--- src/xeu_consts.vh ---
// constants for the cpu exception entry and return unit
`ifndef XEU_CONSTS_VH
`define XEU_CONSTS_VH

// ***************************************************************
// register byte offsets on the apb bus
// ***************************************************************
`define XEU_ADDR_W 8
`define XEU_OFS_STAT 8'h00
`define XEU_OFS_EPC 8'h04
`define XEU_OFS_EPSW 8'h08
`define XEU_OFS_CAUSE 8'h0c
`define XEU_OFS_DPC 8'h10
`define XEU_OFS_DPSW 8'h14

// ***************************************************************
// status word layout and reset value
// ***************************************************************
`define XEU_STAT_NMI 7
`define XEU_STAT_FAULT 6
`define XEU_STAT_IDIS 5
`define XEU_STAT_RST 32'h00000020
`define XEU_STAT_MASK 32'h000000ff
`define XEU_SAVE_RST 32'h00000000
`define XEU_CAUSE_RST 32'h00000000

// ***************************************************************
// handler addresses and cause codes
// ***************************************************************
`define XEU_VEC_TRAP_LO 32'h00000040
`define XEU_VEC_TRAP_HI 32'h00000050
`define XEU_VEC_DEBUG 32'h00000060
`define XEU_VEC_SPLIT_BIT 4
`define XEU_CAUSE_BASE 16'h0040

// ***************************************************************
// illegal opcode pattern
// ***************************************************************
`define XEU_ILG_OPC 6'h3f
`define XEU_ILG_SUB_MIN 4'h7
`define XEU_ILG_BIT16 1'b0

`endif

--- src/xeu_save_reg.v ---
// loadable save register, hardware load wins over software write
`timescale 1ns/1ps

module xeu_save_reg #(
  parameter W = 32,
  parameter [W-1:0] RST = {W{1'b0}}
) (
  input wire clk_sys,
  input wire rstn,
  input wire hw_ld,
  input wire [W-1:0] hw_d,
  input wire sw_ld,
  input wire [W-1:0] sw_d,
  output reg [W-1:0] q_r
);

  reg [W-1:0] q_nxt;

  always @* begin
    q_nxt = q_r;
    if (hw_ld) begin
      q_nxt = hw_d;
    end else if (sw_ld) begin
      q_nxt = sw_d;
    end
  end

  always @(posedge clk_sys or negedge rstn) begin
    if (!rstn) begin
      q_r <= RST;
    end else begin
      q_r <= q_nxt;
    end
  end

endmodule // xeu_save_reg

--- src/xeu_exc_unit.v ---
// cpu exception entry and return unit with apb register access
//
// Implementation choices: the APB interface to the registers and the address map.
`timescale 1ns/1ps
`include "xeu_consts.vh"

module xeu_exc_unit #(
  parameter VEC_W = 5
) (
  input wire clk_sys,
  input wire rstn,
  input wire ex_valid,
  input wire [31:0] ex_op,
  input wire [31:0] ex_ret_pc,
  input wire ex_is_trap,
  input wire [VEC_W-1:0] ex_vector,
  input wire ex_is_eret,
  input wire ex_is_dbrk,
  input wire ex_is_dret,
  input wire mint_req,
  input wire psel,
  input wire penable,
  input wire pwrite,
  input wire [`XEU_ADDR_W-1:0] paddr,
  input wire [31:0] pwdata,
  output reg [31:0] prdata_r,
  output reg pready_r,
  output reg pslverr_r,
  output reg redirect_r,
  output reg [31:0] redirect_pc_r,
  output reg [31:0] stat_word_r,
  output reg illegal_trap_r,
  output reg dbg_win_r,
  output reg mint_ack_r
);

  // ***************************************************************
  // instruction classification
  // ***************************************************************
  wire illegal_hit;
  wire take_ilg;
  wire take_dbt;
  wire take_trap;
  wire take_dret;
  wire take_eret;
  wire dbg_entry;
  wire any_entry;
  wire any_return;

  // illegal pattern checked on the raw opcode
  assign illegal_hit = (ex_op[10:5] == `XEU_ILG_OPC) &&
                       (ex_op[26:23] >= `XEU_ILG_SUB_MIN) &&
                       (ex_op[16] == `XEU_ILG_BIT16);

  // priority: illegal, debug break, trap, debug return, exception return
  assign take_ilg = ex_valid && illegal_hit;
  assign take_dbt = ex_valid && !illegal_hit && ex_is_dbrk;
  assign take_trap = ex_valid && !illegal_hit && !ex_is_dbrk &&
                     ex_is_trap;
  assign take_dret = ex_valid && !illegal_hit && !ex_is_dbrk && !ex_is_trap &&
                     ex_is_dret;
  assign take_eret = ex_valid && !illegal_hit && !ex_is_dbrk && !ex_is_trap &&
                     !ex_is_dret && ex_is_eret && stat_word_r[`XEU_STAT_FAULT];

  assign dbg_entry = take_ilg || take_dbt;
  assign any_entry = dbg_entry || take_trap;
  assign any_return = take_dret || take_eret;

  // ***************************************************************
  // apb decode
  // ***************************************************************
  wire apb_acc;
  wire hit_stat;
  wire hit_epc;
  wire hit_epsw;
  wire hit_cause;
  wire hit_dpc;
  wire hit_dpsw;
  wire hit_any;
  wire acc_err;
  wire wr_fire;
  wire wr_stat;
  wire wr_epc;
  wire wr_epsw;
  wire wr_cause;
  wire wr_dpc;
  wire wr_dpsw;

  assign apb_acc = psel && penable;
  assign hit_stat = (paddr == `XEU_OFS_STAT);
  assign hit_epc = (paddr == `XEU_OFS_EPC);
  assign hit_epsw = (paddr == `XEU_OFS_EPSW);
  assign hit_cause = (paddr == `XEU_OFS_CAUSE);
  assign hit_dpc = (paddr == `XEU_OFS_DPC);
  assign hit_dpsw = (paddr == `XEU_OFS_DPSW);
  assign hit_any = hit_stat || hit_epc || hit_epsw || hit_cause ||
                   hit_dpc || hit_dpsw;

  // debug pair closed outside the debug window
  assign acc_err = !hit_any || ((hit_dpc || hit_dpsw) && !dbg_win_r);

  // writes take effect on the completing edge only
  assign wr_fire = apb_acc && pready_r && pwrite && !pslverr_r;
  assign wr_stat = wr_fire && hit_stat;
  assign wr_epc = wr_fire && hit_epc;
  assign wr_epsw = wr_fire && hit_epsw;
  assign wr_cause = wr_fire && hit_cause;
  assign wr_dpc = wr_fire && hit_dpc && dbg_win_r;
  assign wr_dpsw = wr_fire && hit_dpsw && dbg_win_r;

  // ***************************************************************
  // save registers
  // ***************************************************************
  wire [31:0] epc_q;
  wire [31:0] epsw_q;
  wire [31:0] dpc_q;
  wire [31:0] dpsw_q;

  xeu_save_reg #(
    .W(32),
    .RST(`XEU_SAVE_RST)
  ) u_epc (
    .clk_sys(clk_sys),
    .rstn(rstn),
    .hw_ld(take_trap),
    .hw_d(ex_ret_pc),
    .sw_ld(wr_epc),
    .sw_d(pwdata),
    .q_r(epc_q)
  );

  xeu_save_reg #(
    .W(32),
    .RST(`XEU_SAVE_RST)
  ) u_epsw (
    .clk_sys(clk_sys),
    .rstn(rstn),
    .hw_ld(take_trap),
    .hw_d(stat_word_r),
    .sw_ld(wr_epsw),
    .sw_d(pwdata & `XEU_STAT_MASK),
    .q_r(epsw_q)
  );

  xeu_save_reg #(
    .W(32),
    .RST(`XEU_SAVE_RST)
  ) u_dpc (
    .clk_sys(clk_sys),
    .rstn(rstn),
    .hw_ld(dbg_entry),
    .hw_d(ex_ret_pc),
    .sw_ld(wr_dpc),
    .sw_d(pwdata),
    .q_r(dpc_q)
  );

  xeu_save_reg #(
    .W(32),
    .RST(`XEU_SAVE_RST)
  ) u_dpsw (
    .clk_sys(clk_sys),
    .rstn(rstn),
    .hw_ld(dbg_entry),
    .hw_d(stat_word_r),
    .sw_ld(wr_dpsw),
    .sw_d(pwdata & `XEU_STAT_MASK),
    .q_r(dpsw_q)
  );

  // ***************************************************************
  // status word and cause code
  // ***************************************************************
  reg [31:0] stat_word_nxt;
  reg [31:0] cause_r;
  reg [31:0] cause_nxt;
  wire [15:0] trap_code;

  assign trap_code = `XEU_CAUSE_BASE + {{(16-VEC_W){1'b0}}, ex_vector};

  always @* begin
    stat_word_nxt = stat_word_r;
    if (wr_stat) begin
      stat_word_nxt = pwdata & `XEU_STAT_MASK;
    end
    // hardware events win over a software write in the same cycle
    if (take_trap) begin
      stat_word_nxt = stat_word_r;
      stat_word_nxt[`XEU_STAT_FAULT] = 1'b1;
      stat_word_nxt[`XEU_STAT_IDIS] = 1'b1;
    end else if (dbg_entry) begin
      stat_word_nxt = stat_word_r;
      stat_word_nxt[`XEU_STAT_NMI] = 1'b1;
      stat_word_nxt[`XEU_STAT_FAULT] = 1'b1;
      stat_word_nxt[`XEU_STAT_IDIS] = 1'b1;
    end else if (take_dret) begin
      stat_word_nxt = dpsw_q & `XEU_STAT_MASK;
    end else if (take_eret) begin
      stat_word_nxt = epsw_q & `XEU_STAT_MASK;
    end
  end

  always @* begin
    cause_nxt = cause_r;
    if (wr_cause) begin
      cause_nxt = pwdata;
    end
    if (take_trap) begin
      cause_nxt[15:0] = trap_code;
    end
  end

  always @(posedge clk_sys or negedge rstn) begin
    if (!rstn) begin
      stat_word_r <= `XEU_STAT_RST;
      cause_r <= `XEU_CAUSE_RST;
    end else begin
      stat_word_r <= stat_word_nxt;
      cause_r <= cause_nxt;
    end
  end

  // ***************************************************************
  // control transfer
  // ***************************************************************
  reg [31:0] target_nxt;

  always @* begin
    target_nxt = redirect_pc_r;
    if (take_trap) begin
      if (ex_vector[`XEU_VEC_SPLIT_BIT]) begin
        target_nxt = `XEU_VEC_TRAP_HI;
      end else begin
        target_nxt = `XEU_VEC_TRAP_LO;
      end
    end else if (dbg_entry) begin
      target_nxt = `XEU_VEC_DEBUG;
    end else if (take_dret) begin
      target_nxt = dpc_q;
    end else if (take_eret) begin
      target_nxt = epc_q;
    end
  end

  always @(posedge clk_sys or negedge rstn) begin
    if (!rstn) begin
      redirect_r <= 1'b0;
      redirect_pc_r <= 32'h00000000;
      illegal_trap_r <= 1'b0;
    end else begin
      redirect_r <= any_entry || any_return;
      redirect_pc_r <= target_nxt;
      illegal_trap_r <= take_ilg;
    end
  end

  // ***************************************************************
  // debug save window
  // ***************************************************************
  always @(posedge clk_sys or negedge rstn) begin
    if (!rstn) begin
      dbg_win_r <= 1'b0;
    end else if (dbg_entry) begin
      dbg_win_r <= 1'b1;
    end else if (take_dret) begin
      dbg_win_r <= 1'b0;
    end
  end

  // ***************************************************************
  // maskable interrupt gate
  // ***************************************************************
  // request stays pending while interrupts are disabled or an exception is entered
  always @(posedge clk_sys or negedge rstn) begin
    if (!rstn) begin
      mint_ack_r <= 1'b0;
    end else begin
      mint_ack_r <= mint_req && !stat_word_r[`XEU_STAT_IDIS] && !any_entry;
    end
  end

  // ***************************************************************
  // apb read path and ready
  // ***************************************************************
  reg [31:0] rd_mux;

  always @* begin
    rd_mux = 32'h00000000;
    if (hit_stat) begin
      rd_mux = stat_word_r;
    end else if (hit_epc) begin
      rd_mux = epc_q;
    end else if (hit_epsw) begin
      rd_mux = epsw_q;
    end else if (hit_cause) begin
      rd_mux = cause_r;
    end else if (hit_dpc && dbg_win_r) begin
      rd_mux = dpc_q;
    end else if (hit_dpsw && dbg_win_r) begin
      rd_mux = dpsw_q;
    end
  end

  // one wait state: ready rises in the second access cycle
  always @(posedge clk_sys or negedge rstn) begin
    if (!rstn) begin
      pready_r <= 1'b0;
      pslverr_r <= 1'b0;
      prdata_r <= 32'h00000000;
    end else if (apb_acc && !pready_r) begin
      pready_r <= 1'b1;
      pslverr_r <= acc_err;
      prdata_r <= (pwrite || acc_err) ? 32'h00000000 : rd_mux;
    end else begin
      pready_r <= 1'b0;
      pslverr_r <= 1'b0;
      prdata_r <= 32'h00000000;
    end
  end

endmodule // xeu_exc_unit

--- config.mk ---
export PLATFORM = sky130hd
export DESIGN_NAME = xeu_exc_unit
export DESIGN_NICKNAME = d
export VERILOG_FILES = /design/src/xeu_save_reg.v /design/src/xeu_exc_unit.v
export VERILOG_INCLUDE_DIRS = /design/src
export SDC_FILE = /design/constraint.sdc
export NUM_CORES = 1
export LEC_CHECK = 0
export BUFFER_PORTS_ARGS = -buffer_cell sky130_fd_sc_hd__buf_2
export CORE_MARGIN = 2
export CORE_UTILIZATION = 40
export DETAILED_ROUTE_END_ITERATION = 12
export HOLD_SLACK_MARGIN = 0.06
export RECOVER_POWER = 50
export SLEW_MARGIN = 30
export SYNTH_ARGS = -nofsm -noshare
export SYNTH_HDL_FRONTEND = slang
export SYNTH_SLANG_ARGS = --single-unit
--- constraint.sdc ---
create_clock -name clk_sys -period 2.85 [get_ports clk_sys]
set_input_delay 0.4275 -clock clk_sys [delete_from_list [all_inputs] [get_ports clk_sys]]
set_output_delay 0.4275 -clock clk_sys [all_outputs]
set_load 0.03 [all_outputs]
== Word-level counts from Yosys, hierarchy flattened ==
Index checks and enable logic that the tools add are counted.

* Register bits after elaboration: 262
* Bits of input ports: 120
* Output and inout port bits: 102
* Logic and storage cells: 125

* Add/subtract/negate cells: 1
* Order comparisons: 1
* Equal/unequal tests: 6
* Muxes and demuxes: 32
* Bitwise logic cells: 3
* Reduce and logical (&&, ||, !) cells: 65

{| class="wikitable"
|+ Operators with widths
! kind !! number
|-
| two-way mux 32 bit || 23
|-
| two-way mux 16 bit || 2
|-
| logical AND 1 bit || 30
|-
| == test 8 x 4 -> 1 bit (second input constant) || 2
|-
| == test 8 x 5 -> 1 bit (second input constant) || 2
|-
| logical OR 1 bit || 12
|-
| nonzero test 2 bit || 6
|-
| logical NOT 1 bit || 10
|-
| adder 7 x 5 -> 8 bit (first input constant) || 1
|-
| == test 8 x 3 -> 1 bit (second input constant) || 1
|-
| logical NOT 8 bit || 1
|-
| two-way mux 8 bit || 1
|-
| nonzero test 4 bit || 2
|-
| two-way mux 7 bit || 1
|-
| == test 6 bit (second input constant) || 1
|-
| two-way mux 5 bit || 1
|-
| nonzero test 5 bit || 1
|-
| greater-or-equal comparator 4 x 3 -> 1 bit (second input constant) || 1
|-
| two-way mux 1 bit || 4
|-
| inverter 1 bit || 3
|-
| AND reduction 3 bit || 1
|-
| nonzero test 3 bit || 1
|-
| AND reduction 2 bit || 1
|}

== Logic depth before layout (Yosys ltp) ==
* Word-level depth: 14
* Depth in mapped cells: 9
* Gate-level depth less buffers: 6

== Hierarchy ==
A second synthesis with hierarchy kept.

* Cell total of the unflattened synthesis: 1219
* Area total of the unflattened synthesis: 12140.4 sq um

{| class="wikitable"
|+ Modules (own cells, without submodules)
! module !! times used !! cells an instance !! area each (sq um) !! sequential area each (sq um)
|-
| xeu_exc_unit || 1 || 663 || 6079.6 || 2753.9
|-
| xeu_save_reg || 4 || 139 || 1515.2 || 800.8
|}

== Least setup slack after synthesis ==
OpenSTA, ideal clock, no wires.

* Kind: input-to-reg
* Start point: input paddr[7]
* End point: register u_dpc.q_r[1]
* Library setup time: 137 ps
* Arrival time: 2569 ps
* Data required time: 2713 ps
* Path slack: 144 ps
* Stages: 9
* Path buffers: 4
* Cells stage by stage: or4_4 -> buf_6 -> or4b_4 -> buf_6 -> or3b_1 -> buf_6 -> buf_6 -> mux2i_1 -> a21oi_1

* Longest elaborated chain between the ends: 4

{| class="wikitable"
|+ Ends and longest elaborated chain
! item !! RTL line !! RTL
|-
| start, declared || xeu_exc_unit.v:24 || <nowiki>input wire [`XEU_ADDR_W-1:0] paddr,</nowiki>
|-
| == test 8 x 5 -> 1 bit (no line) || -- ||
|-
| logical AND 1 bit (2 in series) || xeu_exc_unit.v:108 || <nowiki>assign wr_dpc = wr_fire && hit_dpc && dbg_win_r;</nowiki>
|-
| nonzero test 2 bit (no line) || -- ||
|-
| end signal, assigned || xeu_save_reg.v:32 || <nowiki>q_r <= q_nxt;</nowiki>
|-
| end, declared || xeu_save_reg.v:14 || <nowiki>output reg [W-1:0] q_r</nowiki>
|}

Every way passes these cells.
A chain may end at the register's enable or synchronous reset.

== Final worst setup path ==
* Start point: input paddr[7]
* End point: register prdata_r[13]

* Longest elaborated chain between the ends: 11
* Elaborated cells between the ends (all ways): 26
* Classes of those cells: eq/ne: 5; mux: 8; reduce/logical: 13

{| class="wikitable"
|+ Ends and longest elaborated chain
! item !! RTL line !! RTL
|-
| parallel branches: the longest is 9 deep, another holds two-way mux 32 bit || -- ||
|-
| two-way mux 32 bit (*) || xeu_exc_unit.v:313 || <nowiki>prdata_r <= (pwrite || acc_err) ? 32'h00000000 : rd_mux;</nowiki>
|-
| two-way mux 32 bit (*) || xeu_exc_unit.v:310 || <nowiki>end else if (apb_acc && !pready_r) begin</nowiki>
|-
| end signal, assigned || xeu_exc_unit.v:313 ||
|-
| end, declared || xeu_exc_unit.v:26 || <nowiki>output reg [31:0] prdata_r,</nowiki>
|}

Mark *: on every way between the ends.

==> results.md <==
- Buffers and inverters on the worst path: 2
- Placed cells: 1343
- FMAX: roughly 430 MHz
- Die height: 155 µm
- CP max stage cell: or2_2
- Total of max-cap violations: 1
- Die width: 155 µm
- Port Buffers: 176
- Vias after detailed routing: 7548
- Tcrit/Tclk final: around 82%
- GR Util All Layers: 22.9%
- DR iter-0 viols: 539
- Die area: 24200 µm²
- IO Pins: 222
- Peak VDD IR: between 0.0002 and 0.0003 V
- Cells after synthesis: around 900
- Seq/Total Area, Yosys: 51.8%
- Clock tree buffer depth: 2
- Max Transition Viols Final: 66
- Routed Antenna Nets: 0
- Synth unique cells: 47
- Initial core utilization: 40.7%
- Clock transition at path regs: 0.08 ns
- Worst-Margin Slew: 1.82 ns
- Grt ovf: 0
- Clock tree from TritonCTS: yes
- Fin nets: 1198
- CTS buffer count: 17
- Area of the core: about 23000 µm²
- Setup CP Type: in -> reg
- H-tree Lvls: 4
- Post-Route Setup TNS: 0 ns
- Top delay family on crit path: simple AND/OR/NAND/NOR gates
- Post-synth EDFFs: 0
- Layout cell share with drive strength beyond 1: between 10% and 20%
- P per Cell Area: a little under 600 nW/µm²
- Post-route insts no fill: 1377
- Clock Latency Late Sink: 0.44 ns
- Failing checks: max-capacitance violations, max-slew violations
- Syn-to-layout area delta: 20.9%
- Yosys warns: 0
- Asr flop ratio synth: 100%
- Register area: 4760 µm²
- Vias/cell: 5.48
- Crit path DAT: 2.69 ns
- Static Leak: 5.49 nW
- Max Clock Skew: 0.0111 ns
- First-pass GRT wire length: about 43 mm
- CTS sink cnt: 190
- Total routed wirelength: 27.4 mm
- Slew HR: -21.3%
- Multi-input logic area: 4080 µm²
- WL per Instance: 19.9 µm
- Synth Area per Inst: 10.2 µm²
- DR pass1 iterations: 5
- Finished Core Util: 49.1%
- # fillers: approximately 2200
- Final routed DRC violation total: 0
- Unrepaired setup endpoints after global routing: no
- Min-delay worst type: in -> reg
- Setup violations, final: 0
- Final GP Congestion: 0.868
- Startpoint class of the critical path: input pin
- Synthesized area: between 9000 and 10000 µm²
- Number of global-route vias before repair: 7442
- Root buffer selected by CTS: clkbuf_16
- Yosys reg bits: between 150 and 200
- Critical-path cell list: buf_2 > or4_4 > clkbuf_1 > a211oi_1 > nand3b_1 > or2_2 > o2bb2ai_1
- Initial antenna violation count: 1
- Critical Path Max Stage Delay: 0.59 ns
- Min Tclk post-route: 2.35 ns
- DP HPWL: 18.2 mm
- Largest net degree at the start of global routing: 77
- Status: finished with violations
- CP Capture Type: flip-flop
- Critical Path RT: 3.20 ns
- Worst Path Max Fanout: 23
- Ys flop type: dfrtp_1
- Final Hold Fails: 0
- Num rows: 55
placed cells by master (no fill, tap or decap), types with 3 or more instances in the layout:
cell type | netlist | routed
o2bb2ai_1 | 48 | 48
buf_12 | 0 | 12
o31ai_1 | 7 | 6
mux2i_1 | 113 | 113
a211oi_1 | 8 | 8
nor3_1 | 7 | 6
dfrtp_1 | 189 | 189
buf_2 | 6 | 108
and3_1 | 4 | 3
nand3b_1 | 3 | 3
conb_1 | 1 | 24
inv_6 | 0 | 3
inv_8 | 0 | 4
clkbuf_1 | 44 | 69
clkbuf_16 | 0 | 17
and2_1 | 5 | 4
o22ai_1 | 14 | 14
a31oi_1 | 5 | 5
inv_1 | 3 | 3
buf_4 | 24 | 31
nand2b_1 | 3 | 3
nor2_1 | 71 | 69
o21ai_0 | 57 | 56
a21oi_1 | 68 | 68
nand2_1 | 139 | 138
a22oi_1 | 24 | 24
mux2_2 | 17 | 17
nor4_2 | 1 | 3
state kept, by name (all words and copies together), names as in the netlist, 8 cells and up:
name and cells:
prdata_r 32, redirect_pc_r 32, u_dpsw.q_r 8, u_dpc.q_r 32
cause_r 32, stat_word_r 8, u_epsw.q_r 8, u_epc.q_r 32
metal layers:
layer	share of wire [%]	GRT usage [%]	vias up
li1	-	-	3526
met1	47	32.4	3744
met2	45	35.5	247
met4	1.7	6.55	0
met5	0	0	-
met3	6.2	5.18	31
worst register-to-register path, cell delays in order (launching register included):
cell	delay, ns
dfrtp_1	0.42
nand2b_1	0.10
or4b_4	0.49
or3b_2	0.49
buf_12	0.23
mux2i_1	0.22
a21oi_1	0.08
cell families (layout without fill, tap and decap cells):
family,after synthesis,in the layout,synth area share (%)
flip-flops,190,190,51.8
other,1,25,0.0409
AND/OR/NAND/NOR,251,251,11.7
buffers and inverters,91,256,5.28
multiplexers,130,130,14.4
AO/OA/AOI/OAI,240,240,16.7
power by group:
part | leakage [nW] | total [W] | switching, W | internal [W]
clock | 0.300 | 0.00247 | 0.00114 | 0.00133
combinational | 2.78 | 0.000946 | 0.000588 | 0.000358
sequential | 2.42 | 0.00317 | 0.000220 | 0.00295
total | 5.49 | 0.00659 | 0.00195 | 0.00464
layout make-up:
type,count,area share (%)
Timing Repair Buffer,221,11.6
Sequential cell,190,42.9
Clock buffer,18,3.87
Clock inverter,14,1.58
Antenna cell,1,0.0226
Tap cell,285,3.21
Multi-Input combinational cell,645,36.8
Inverter,3,0.102
timing repair:
| item | in CTS | in global routing |
|---|---|---|
| hold endpoints to repair | 65 | 0 |
| buffers inserted | 0 | 0 |
| hold buffers | 1 | 0 |
| resized for setup | 0 | 0 |
synth_stat cells, drive strengths merged, types with 3 or more instances:
| cell | n | area, µm² |
|---|---|---|
| mux2i | 113 | 1130 |
| nor2 | 71 | 267 |
| and3 | 4 | 25.0 |
| buf | 44 | 308 |
| a22oi | 24 | 180 |
| a31oi | 5 | 31.3 |
| nand3b | 3 | 22.5 |
| nor4 | 5 | 37.5 |
| a211oi | 8 | 60.1 |
| nand2b | 3 | 18.8 |
| o21ai | 57 | 285 |
| dfrtp | 189 | 4730 |
| nor3 | 7 | 35.0 |
| inv | 3 | 11.3 |
| o31ai | 7 | 52.6 |
| nand2 | 139 | 522 |
| a21oi | 68 | 340 |
| o22ai | 14 | 87.6 |
| clkbuf | 44 | 165 |
| and2 | 5 | 31.3 |
| o2bb2ai | 48 | 420 |
| mux2 | 17 | 191 |
stage by stage:
step	instance area [µm²]	setup slack [ns]	hold slack, ns	power (W)
finish	11100	0.503	0.208	0.00659
global route	11100	0.336	0.210	0.00689
CTS	11200	0.548	0.197	0.00665
detailed placement	10600	0.0893	0.460	0.00418
global placement	10600	0.127	0.461	0.00415
floorplan	9260	0.144	0.132	0.00377
final timing paths:
kind                                    start              to  slack, ns  depth (start not counted)
worst min-delay path            ex_ret_pc[26]   u_epc.q_r[26]       0.21                          3
max in group asynchronous                rstn  stat_word_r[5]       0.65                          3
min in group asynchronous                rstn     prdata_r[1]       1.01                          2
worst max-delay path                 paddr[7]    prdata_r[13]       0.50                          7
worst min register to register    cause_r[30]     cause_r[30]       0.48                          2
worst max register to register      dbg_win_r   u_dpc.q_r[12]       0.70                          6
No activity file was read; power rests on OpenSTA's default activity.
